## config.mk

```make
export PLATFORM = sky130hd
export DESIGN_NAME = epmt_timer
export DESIGN_NICKNAME = d
export VERILOG_FILES = /design/src/epmt_filter.v /design/src/epmt_timer.v
export VERILOG_INCLUDE_DIRS = /design/src /design/src/src
export SDC_FILE = /design/constraint.sdc
export NUM_CORES = 1
export LEC_CHECK = 0
export ABC_AREA = 0
export BUFFER_PORTS_ARGS = -buffer_cell sky130_fd_sc_hd__clkbuf_2
export CAP_MARGIN = 25
export CELL_PAD_IN_SITES_DETAIL_PLACEMENT = 1
export CELL_PAD_IN_SITES_GLOBAL_PLACEMENT = 1
export CORE_ASPECT_RATIO = 1.4
export CORE_MARGIN = 3
export CORE_UTILIZATION = 39
export CTS_CLUSTER_DIAMETER = 150
export DETAILED_ROUTE_END_ITERATION = 6
export GPL_TIMING_DRIVEN = 0
export HOLD_SLACK_MARGIN = 0.05
export PLACE_DENSITY = 0.73
export SLEW_MARGIN = 20
export SYNTH_ARGS = -nofsm -noshare
export SYNTH_HDL_FRONTEND = slang
export SYNTH_HIERARCHICAL = 1
export SYNTH_SLANG_ARGS = --single-unit
```

## constraint.sdc

```tcl
create_clock -name pclk -period 2.65 [get_ports pclk]
set_input_delay 0.1325 -clock pclk [delete_from_list [all_inputs] [get_ports pclk]]
set_output_delay 0.1325 -clock pclk [all_outputs]
set_load 0.01 [all_outputs]
```

## src/epmt_map.vh

```
// Purpose: Register map, field positions, reset values and codes for
//          the event and pulse measurement timer.
// Assumes: APB with 32-bit data, one aligned word per register.
// Notes:   Definitions only.
`ifndef EPMT_MAP_VH
`define EPMT_MAP_VH

// Register byte offsets
`define EPMT_ADDR_W           5
`define EPMT_OFS_CTRL         5'h00
`define EPMT_OFS_IOC          5'h04
`define EPMT_OFS_MODE         5'h08
`define EPMT_OFS_RELOAD       5'h0c
`define EPMT_OFS_GSRC         5'h10

// timer_control_reg fields
`define EPMT_CTRL_RUN         0
`define EPMT_CTRL_STAT        1
`define EPMT_CTRL_EDGF        4
`define EPMT_CTRL_UNDF        5

// io_control_reg fields
`define EPMT_IOC_POL          0
`define EPMT_IOC_STOP         1
`define EPMT_IOC_FLT_LO       2
`define EPMT_IOC_FLT_HI       3
`define EPMT_IOC_GATE_LO      4
`define EPMT_IOC_GATE_HI      5
`define EPMT_IOC_OEN          6
`define EPMT_IOC_RESET        7'h00

// timer_mode_reg fields
`define EPMT_MODE_LO          0
`define EPMT_MODE_HI          2
`define EPMT_CLK_LO           4
`define EPMT_CLK_HI           6

// Operating modes
`define EPMT_MD_TIMER         3'h0
`define EPMT_MD_PULSE_OUT     3'h1
`define EPMT_MD_EVENT         3'h2
`define EPMT_MD_WIDTH         3'h3
`define EPMT_MD_PERIOD        3'h4

// Count source codes
`define EPMT_CK_DIV1          3'h0
`define EPMT_CK_DIV8          3'h1
`define EPMT_CK_DIV2          3'h3
`define EPMT_CK_LINK          3'h5
`define EPMT_CK_DIV32         3'h7

// Filter and gate codes
`define EPMT_FLT_NONE         2'h0
`define EPMT_FLT_DIV1         2'h1
`define EPMT_FLT_DIV8         2'h2
`define EPMT_FLT_DIV32        2'h3
`define EPMT_GATE_NONE        2'h0
`define EPMT_GATE_PIN         2'h1
`define EPMT_GATE_PWM         2'h2

// Reset value, widths and filter taps
`define EPMT_RELOAD_RESET     16'hffff
`define EPMT_CNT_W            16
`define EPMT_PRE_W            5
`define EPMT_FILTER_TAPS      3

`endif

```

## src/epmt_filter.v

```verilog
// Purpose: Pin synchroniser and three-sample digital noise filter.
// Assumes: pin is asynchronous to pclk; sample_en is a one-cycle pulse, or held high to sample every cycle.
// Notes:   With bypass high the synchronised level is used directly.
`timescale 1ns/1ps
module epmt_filter (
  input  wire pclk,
  input  wire presetn,
  input  wire pin,
  input  wire sample_en,
  input  wire bypass,
  output wire level
);

  reg       sync_1;
  reg       sync_2;
  reg       sync_3;
  reg       sync_level;
  reg [2:0] hist;
  reg       flt_level;

  always @(posedge pclk or negedge presetn) begin
    if (!presetn) begin
      sync_1     <= 1'b0;
      sync_2     <= 1'b0;
      sync_3     <= 1'b0;
      sync_level <= 1'b0;
    end else begin
      sync_1 <= pin;
      sync_2 <= sync_1;
      sync_3 <= sync_2;
      if (sync_2 == sync_3)
        sync_level <= sync_3;
    end
  end

  // Level accepted only after three equal samples at the chosen rate
  always @(posedge pclk or negedge presetn) begin
    if (!presetn) begin
      hist      <= 3'h0;
      flt_level <= 1'b0;
    end else if (sample_en) begin
      hist <= {hist[1:0], sync_level};
      if (hist == 3'h7)
        flt_level <= 1'b1;
      else if (hist == 3'h0)
        flt_level <= 1'b0;
    end
  end

  assign level = bypass ? sync_level : flt_level;

endmodule // epmt_filter

```

## src/epmt_timer.v

```verilog
// Purpose: 16-bit down counter with event counting, pulse width and
//          pulse period measurement, pin decode and APB registers.
// Assumes: pclk 200 MHz; gate_pwm and link_event are on pclk.
// Notes:   Reads of the reload word return the counter, or the
//          read-out buffer in period mode.
`timescale 1ns/1ps
`include "epmt_map.vh"

// Functional notes
// - Event counter mode 010b decrements once per valid timer pin event.
// - Gate select 01b or 10b counts events only inside the gating period.
// - Optional digital filter cleans the timer pin input before use.
// - Dedicated output pin keeps toggling in event counter mode.
// - With io control 00h, events count on the pin's rising edge.
// - Width mode decrements while the pin shows the chosen level.
// - End of chosen level stops count, sets edge flag, raises interrupt.
// - Underflow during width measurement sets underflow flag, interrupt.
// - Period edge copies count into read-out buffer at next tick.
// - Tick after the copy reloads counter, sets edge flag, interrupts.
// - Captured period stays in the buffer until software reads it.
// - Underflow in period mode sets underflow flag and interrupts.
// - Link clock source decrements on each rising edge of link event.
// - Output pin disabled when enable is 0, else polarity-inverted.
// - Io pin is input except in pulse output mode, per stop and polarity.
// - Measurement flags clear only by writing 0; writing 1 keeps them.
module epmt_timer (
  input  wire        pclk,
  input  wire        presetn,
  input  wire        psel,
  input  wire        penable,
  input  wire        pwrite,
  input  wire [31:0] paddr,
  input  wire [31:0] pwdata,
  output reg  [31:0] prdata,
  output reg         pready,
  output reg         pslverr,
  input  wire        timer_io_pin_in,
  output reg         timer_io_pin_out,
  output reg         timer_io_pin_oe,
  output reg         timer_out_pin,
  output reg         timer_out_pin_oe,
  input  wire        gate_int_pin,
  input  wire [3:0]  gate_pwm,
  input  wire        link_event,
  output reg         timer_irq
);

  // Registers
  reg        run_request;
  reg        count_status;
  reg        active_edge_flag;
  reg        underflow_flag;
  reg [6:0]  io_control_reg;
  reg [2:0]  mode_sel;
  reg [2:0]  clk_sel;
  reg [1:0]  gate_source_select_reg;
  reg [15:0] counter_reload_value;
  reg [15:0] counter;
  reg [15:0] readout_buf;
  reg        buf_held;
  reg        period_edge_pend;
  reg        xfer_pend;
  reg        out_level;
  reg [`EPMT_PRE_W-1:0] prescale;
  reg        link_prev;
  reg        io_prev;
  reg        gate_pin_sync_1;
  reg        gate_pin_sync_2;
  reg        gate_pin_sync_3;
  reg        gate_pin_level;

  wire       io_level;
  wire       level_polarity_select = io_control_reg[`EPMT_IOC_POL];
  wire       io_pin_output_stop    = io_control_reg[`EPMT_IOC_STOP];
  wire       output_pin_enable     = io_control_reg[`EPMT_IOC_OEN];
  wire [1:0] filter_sel = io_control_reg[`EPMT_IOC_FLT_HI:`EPMT_IOC_FLT_LO];
  wire [1:0] gate_sel   = io_control_reg[`EPMT_IOC_GATE_HI:`EPMT_IOC_GATE_LO];

  // Tick of a divided rate from the free prescaler
  function div_tick;
    input [2:0]             sel;
    input [`EPMT_PRE_W-1:0] pc;
    begin
      case (sel)
        `EPMT_CK_DIV2: div_tick = (pc[0] == 1'b1);
        `EPMT_CK_DIV8: div_tick = (pc[2:0] == 3'h7);
        `EPMT_CK_DIV32: div_tick = (pc == 5'h1f);
        default:       div_tick = 1'b1;
      endcase
    end
  endfunction

  // APB decode
  wire        apb_setup  = psel && !penable;
  wire        apb_access = psel && penable && pready;
  wire        apb_wr     = apb_access && pwrite && !pslverr;
  wire        apb_rd     = apb_access && !pwrite && !pslverr;
  wire [4:0]  reg_addr   = paddr[`EPMT_ADDR_W-1:0];
  wire        addr_ok    = (paddr[31:`EPMT_ADDR_W] == 27'h0) &&
                           (reg_addr[1:0] == 2'h0) &&
                           (reg_addr <= `EPMT_OFS_GSRC);
  wire        wr_ctrl    = apb_wr && (reg_addr == `EPMT_OFS_CTRL);
  wire        wr_reload  = apb_wr && (reg_addr == `EPMT_OFS_RELOAD);
  wire        rd_reload  = apb_rd && (reg_addr == `EPMT_OFS_RELOAD);

  wire        is_event   = (mode_sel == `EPMT_MD_EVENT);
  wire        is_width   = (mode_sel == `EPMT_MD_WIDTH);
  wire        is_period  = (mode_sel == `EPMT_MD_PERIOD);
  wire        is_measure = is_width || is_period;

  // Filter sampling rate
  reg flt_sample;
  always @* begin
    case (filter_sel)
      `EPMT_FLT_DIV8:  flt_sample = div_tick(`EPMT_CK_DIV8, prescale);
      `EPMT_FLT_DIV32: flt_sample = div_tick(`EPMT_CK_DIV32, prescale);
      default:         flt_sample = 1'b1;
    endcase
  end

  epmt_filter u_io_filter (
    .pclk      (pclk),
    .presetn   (presetn),
    .pin       (timer_io_pin_in),
    .sample_en (flt_sample),
    .bypass    (filter_sel == `EPMT_FLT_NONE),
    .level     (io_level)
  );

  // Gate pin synchroniser
  always @(posedge pclk or negedge presetn) begin
    if (!presetn) begin
      gate_pin_sync_1 <= 1'b0;
      gate_pin_sync_2 <= 1'b0;
      gate_pin_sync_3 <= 1'b0;
      gate_pin_level  <= 1'b0;
    end else begin
      gate_pin_sync_1 <= gate_int_pin;
      gate_pin_sync_2 <= gate_pin_sync_1;
      gate_pin_sync_3 <= gate_pin_sync_2;
      if (gate_pin_sync_2 == gate_pin_sync_3)
        gate_pin_level <= gate_pin_sync_3;
    end
  end

  reg gate_open;
  always @* begin
    case (gate_sel)
      `EPMT_GATE_PIN: gate_open = gate_pin_level;
      `EPMT_GATE_PWM: gate_open = gate_pwm[gate_source_select_reg];
      default:        gate_open = 1'b1;
    endcase
  end

  // Edges of the filtered pin; polarity 0 picks rising edge and high level
  wire io_rise     = io_level && !io_prev;
  wire io_fall     = !io_level && io_prev;
  wire io_act_lvl  = io_level ^ level_polarity_select;
  wire io_act_edge = level_polarity_select ? io_fall : io_rise;
  wire io_lvl_end  = level_polarity_select ? io_rise : io_fall;
  wire link_rise   = link_event && !link_prev;

  // Count source tick
  wire src_tick = (clk_sel == `EPMT_CK_LINK) ? link_rise
                                             : div_tick(clk_sel, prescale);

  reg dec_tick;
  always @* begin
    if (!count_status)
      dec_tick = 1'b0;
    else if (is_event)
      dec_tick = io_act_edge && gate_open;
    else if (is_width)
      dec_tick = src_tick && io_act_lvl;
    else
      dec_tick = src_tick;
  end

  wire underflow   = dec_tick && (counter == 16'h0000);
  wire edge_set    = count_status &&
                     ((is_width && io_lvl_end) ||
                      (is_period && xfer_pend && src_tick));
  wire undf_set    = underflow && is_measure;
  wire capture     = count_status && is_period && src_tick &&
                     period_edge_pend && !xfer_pend;

  // Flags: hardware set wins over a software clear
  wire next_edge_flag = edge_set || (active_edge_flag &&
                        !(wr_ctrl && !pwdata[`EPMT_CTRL_EDGF]));
  wire next_undf_flag = undf_set || (underflow_flag &&
                        !(wr_ctrl && !pwdata[`EPMT_CTRL_UNDF]));

  always @(posedge pclk or negedge presetn) begin
    if (!presetn) begin
      prescale         <= {`EPMT_PRE_W{1'b0}};
      link_prev        <= 1'b0;
      io_prev          <= 1'b0;
      count_status     <= 1'b0;
      active_edge_flag <= 1'b0;
      underflow_flag   <= 1'b0;
    end else begin
      prescale         <= prescale + 5'h01;
      link_prev        <= link_event;
      io_prev          <= io_level;
      count_status     <= run_request;
      active_edge_flag <= next_edge_flag;
      underflow_flag   <= next_undf_flag;
    end
  end

  // Software registers
  always @(posedge pclk or negedge presetn) begin
    if (!presetn) begin
      run_request            <= 1'b0;
      io_control_reg         <= `EPMT_IOC_RESET;
      mode_sel               <= `EPMT_MD_TIMER;
      clk_sel                <= `EPMT_CK_DIV1;
      gate_source_select_reg <= 2'h0;
      counter_reload_value   <= `EPMT_RELOAD_RESET;
    end else if (apb_wr) begin
      case (reg_addr)
        `EPMT_OFS_CTRL:   run_request <= pwdata[`EPMT_CTRL_RUN];
        `EPMT_OFS_IOC:    io_control_reg <= pwdata[6:0];
        `EPMT_OFS_MODE: begin
          mode_sel <= pwdata[`EPMT_MODE_HI:`EPMT_MODE_LO];
          clk_sel  <= pwdata[`EPMT_CLK_HI:`EPMT_CLK_LO];
        end
        `EPMT_OFS_RELOAD: counter_reload_value <= pwdata[15:0];
        `EPMT_OFS_GSRC:   gate_source_select_reg <= pwdata[1:0];
        default:          run_request <= run_request;
      endcase
    end
  end

  // Counter, read-out buffer and period capture sequence
  always @(posedge pclk or negedge presetn) begin
    if (!presetn) begin
      counter          <= `EPMT_RELOAD_RESET;
      readout_buf      <= 16'h0000;
      buf_held         <= 1'b0;
      period_edge_pend <= 1'b0;
      xfer_pend        <= 1'b0;
    end else begin
      if (wr_reload && !run_request)
        counter <= pwdata[15:0];
      else if (edge_set && is_period)
        counter <= counter_reload_value;
      else if (underflow)
        counter <= counter_reload_value;
      else if (dec_tick)
        counter <= counter - 16'h0001;

      if (!is_period || !count_status)
        period_edge_pend <= 1'b0;
      else if (io_act_edge)
        period_edge_pend <= 1'b1;
      else if (capture)
        period_edge_pend <= 1'b0;

      if (!is_period || !count_status)
        xfer_pend <= 1'b0;
      else if (capture)
        xfer_pend <= 1'b1;
      else if (src_tick)
        xfer_pend <= 1'b0;

      if (capture && !buf_held) begin
        readout_buf <= counter;
        buf_held    <= 1'b1;
      end else if (rd_reload && is_period) begin
        buf_held <= 1'b0;
      end
    end
  end

  // Pin and interrupt outputs, all from flip-flops
  wire next_out_level = underflow ? !out_level : out_level;

  always @(posedge pclk or negedge presetn) begin
    if (!presetn) begin
      out_level        <= 1'b0;
      timer_out_pin    <= 1'b0;
      timer_out_pin_oe <= 1'b0;
      timer_io_pin_out <= 1'b0;
      timer_io_pin_oe  <= 1'b0;
      timer_irq        <= 1'b0;
    end else begin
      out_level        <= next_out_level;
      timer_out_pin    <= next_out_level ^ level_polarity_select;
      timer_out_pin_oe <= output_pin_enable;
      timer_io_pin_out <= next_out_level ^ !level_polarity_select;
      timer_io_pin_oe  <= (mode_sel == `EPMT_MD_PULSE_OUT) &&
                          !io_pin_output_stop;
      timer_irq        <= is_measure &&
                          (next_edge_flag || next_undf_flag);
    end
  end

  // APB answer: one cycle after setup, registered
  reg [31:0] rd_mux;
  always @* begin
    rd_mux = 32'h0;
    case (reg_addr)
      `EPMT_OFS_CTRL: begin
        rd_mux[`EPMT_CTRL_RUN]  = run_request;
        rd_mux[`EPMT_CTRL_STAT] = count_status;
        rd_mux[`EPMT_CTRL_EDGF] = active_edge_flag;
        rd_mux[`EPMT_CTRL_UNDF] = underflow_flag;
      end
      `EPMT_OFS_IOC:    rd_mux[6:0] = io_control_reg;
      `EPMT_OFS_MODE: begin
        rd_mux[`EPMT_MODE_HI:`EPMT_MODE_LO] = mode_sel;
        rd_mux[`EPMT_CLK_HI:`EPMT_CLK_LO]   = clk_sel;
      end
      `EPMT_OFS_RELOAD: rd_mux[15:0] = is_period ? readout_buf : counter;
      `EPMT_OFS_GSRC:   rd_mux[1:0] = gate_source_select_reg;
      default:          rd_mux = 32'h0;
    endcase
  end

  always @(posedge pclk or negedge presetn) begin
    if (!presetn) begin
      pready  <= 1'b0;
      pslverr <= 1'b0;
      prdata  <= 32'h0;
    end else if (apb_setup) begin
      pready  <= 1'b1;
      pslverr <= !addr_ok;
      prdata  <= (addr_ok && !pwrite) ? rd_mux : 32'h0;
    end else begin
      pready  <= 1'b0;
      pslverr <= 1'b0;
    end
  end

endmodule // epmt_timer

```

==> results.py <==
metrics = {
    "die": {
        "io_pins": 115,
        "fp.dieH_um": 147.6,
        "dieArea_sq_um": 15820,
        "die_x_um": 107.2,
        "initial_core_util": 0.3999,
        "coreArea_sq_um": 13970,
        "num_rows": 51,
    },
    "clock_tree": {
        "clock_path_buffers": 2,
        "clkSinkCount": 113,
        "cts_tree": "yes",
        "numCtsBuffers": 17,
        "cts_max_level": 4,
        "clock-root-buffer": "clkbuf_16",
        "insertion_delay_ps": 420,
        "clk_transition_reported_paths_ps": 50,
    },
    "setup_path": {
        "critical_path_class": "reg2reg",
        "reg2reg_slack_ps": -150,
        "end_kind": "flop",
        "startpoint_type": "flop",
        "crit_buf_inv": 2,
        "max_stage_delay_ps": 570,
        "cpMaxStageDelayCell": "or4_4",
        "cp_cell_sequence": "inv_2, ha_4, or3b_4, or4_4, or4_4, and2_4, buf_12, nor3_4, nor4_2",
        "worst_path_dominant_cell_family": "simple AND/OR/NAND/NOR gates",
        "path_common_cell": "or4_4",
        "crit_fanout": 6,
        "arrival_ps": 3130,
        "cp.required_ps": 2970,
    },
    "synth": {
        "synth_area_sq_um": 5589,
        "async_flop_share": 1.000,
        "ys.flop_type": "dfrtp_1",
        "synth_edf_count": 0,
        "ys_ff_latch": 113,
        "seq_area_frac_synth": 0.5131,
        "syn_inst": 499,
        "synth.avg_cell_area_sq_um": 11.20,
        "ys_types": 60,
        "yosys_warnings": 6,
    },
    "power_and_ir_drop": {
        "power_density_nw_per_um2": 742.1,
        "ir_worst_vdd_mv": 0.4105,
        "finalPower_mw": 5.622,
        "leakage_nw": 3.455,
    },
    "timing": {
        "slew_headroom": 0.5459,
        "fmax_mhz": 356.5,
        "period_needed_ps": 2805,
        "skew_ps": 4.922,
        "timing.hold.ws_ps": 72.89,
        "setup_ws_ps": -155.0,
        "finalSetupViolations": 17,
        "hold_viol": 0,
        "worst_pin_slew_ps": 681.2,
        "drv_slew": 0,
        "final.period_utilization": 1.058,
        "rsz0062_at_grt": "true",
    },
    "placed_design": {
        "pre_cts_ws_ps": -634.2,
        "io_buffers": 81,
        "dp_cells": 781,
        "gp_congestion": 0.8914,
        "place.detailed.hpwl_mm": 11.32,
    },
    "global_route": {
        "grt_pass1_vias": 5024,
        "grt_max_degree": 61,
        "antenna_found_initial": 0,
        "track_usage": 0.2103,
        "grt-ovfl-total": 0,
        "grt_pass1_wl_mm": 25.76,
    },
    "run": {
        "maxCapViolations": 0,
    },
    "detailed_routing": {
        "vias_per_cell": 5.411,
        "wl_mm": 16.99,
        "vias": 4594,
        "drt_iter0_drc": 196,
        "wl_per_cell_um": 20.01,
        "ant_nets": 0,
        "detail_route.first_pass.iterations": 4,
        "drc": 0,
    },
    "final_layout": {
        "antenna_cells": 0,
        "final_cell_count_no_fill": 849,
        "drive_above_1_share": 0.4548,
        "final_common_cell": "clkbuf_2",
        "mostFrequentLayoutCells": "clkbuf_2, dfrtp_1, mux2_2",
        "layout.nets": 733,
        "syn_to_final_growth_pct": 35.55,
        "n_fill_cell": 1505,
    },
    "status": {
        "violations": "negative setup slack",
        "status": "complete, but fails checks",
    },
    "min_path": {
        "hp-class": "in2reg",
    },
}
## tightest hold or removal path: stages
cell	delay (ps)
clkbuf_2	140
o21ai_0	110
nand2b_1	80
## stage by stage
step                  util  instance area (sq um)  TNS [ps]
global placement    0.4526                   6325    -23730
global route        0.5421                   7576     -2292
finish              0.5421                   7576     -1225
CTS                 0.5202                   7269    -510.8
floorplan                -                   5688    -380.8
detailed placement  0.4552                   6361    -13740
## synthesized netlist by cell type, types with 6 or more instances
cell type	n	area, sq um
a21oi_1	23	115.1
a22o_1	8	70.07
buf_4	17	127.6
clkbuf_1	19	71.32
dfrtp_1	81	2027
dfstp_2	32	840.8
ha_1	6	75.07
inv_1	11	41.29
mux2_2	52	585.6
mux2i_1	23	230.2
nand2_1	27	101.4
nand3_1	8	40.04
nor2_1	30	112.6
nor2b_1	6	37.54
nor3_1	13	65.06
nor4_1	9	56.30
o21ai_0	27	135.1
o22ai_1	8	50.05
or4_1	10	75.07
xnor2_1	6	52.55
xor2_1	6	52.55
## path summary, 6_finish.rpt
| check | startpoint | end | cells after the start |
|---|---|---|---|
| setup / recovery | counter[1] | counter[3] | 9 |
| hold / removal | pwrite | buf_held | 3 |
| setup reg to reg | counter[1] | counter[3] | 9 |
| hold reg to reg | u_io_filter/sync_1 | u_io_filter/sync_2 | 0 |
| max in group asynchronous | presetn | counter[0] | 3 |
| min in group asynchronous | presetn | timer_out_pin_oe | 2 |
## cells by family (layout without fill, tap and decap cells)
kind of cell | Yosys count | after routing | synth area share
simple gates | 143 | 144 | 0.1422
flops | 113 | 113 | 0.5131
compound gates | 94 | 94 | 0.1066
mux | 77 | 77 | 0.1540
buf+inv | 51 | 200 | 0.04768
xor+xnor | 12 | 12 | 0.01880
fa+ha+maj | 8 | 8 | 0.01701
other cells | 1 | 16 | 0.0006709
## layout make-up
class / count / area [sq um] / share of cell area
plain buffers: 34 / 222.7 / 0.02940
clock buffers: 22 / 464.2 / 0.06127
flip-flops and latches: 113 / 2870 / 0.3789
multi-input cells: 351 / 2790 / 0.3683
well taps: 185 / 231.5 / 0.03055
repair buffers: 123 / 822.0 / 0.1085
inverters: 11 / 41.29 / 0.005450
clock inverters: 10 / 133.9 / 0.01767
## routing by layer
| layer | wire length, um | GRT usage | vias up |
|---|---|---|---|
| li1 | - | - | 2095 |
| met1 | 6253 | 0.2230 | 2336 |
| met2 | 9533 | 0.3929 | 118 |
| met3 | 656 | 0.04369 | 45 |
| met4 | 547 | 0.09405 | 0 |
| met5 | 0 | 0 | - |
## report_power, final
group	internal [mW]	total, mW	switching, mW
clock network	1.52	2.32	0.800
logic	0.579	1.17	0.587
registers	1.94	2.14	0.200
## timing repair
| action | in CTS | in global routing |
|---|---|---|
| gates resized for setup | 18 | 55 |
| pin swaps | 3 | 12 |
| hold buffers | 16 | 0 |
| hold endpoints to repair | 74 | 0 |
| setup endpoints to repair | 36 | 46 |
| buffers inserted | 15 | 10 |
| gates cloned | 0 | 2 |
No activity file was read; power rests on OpenSTA's default activity.
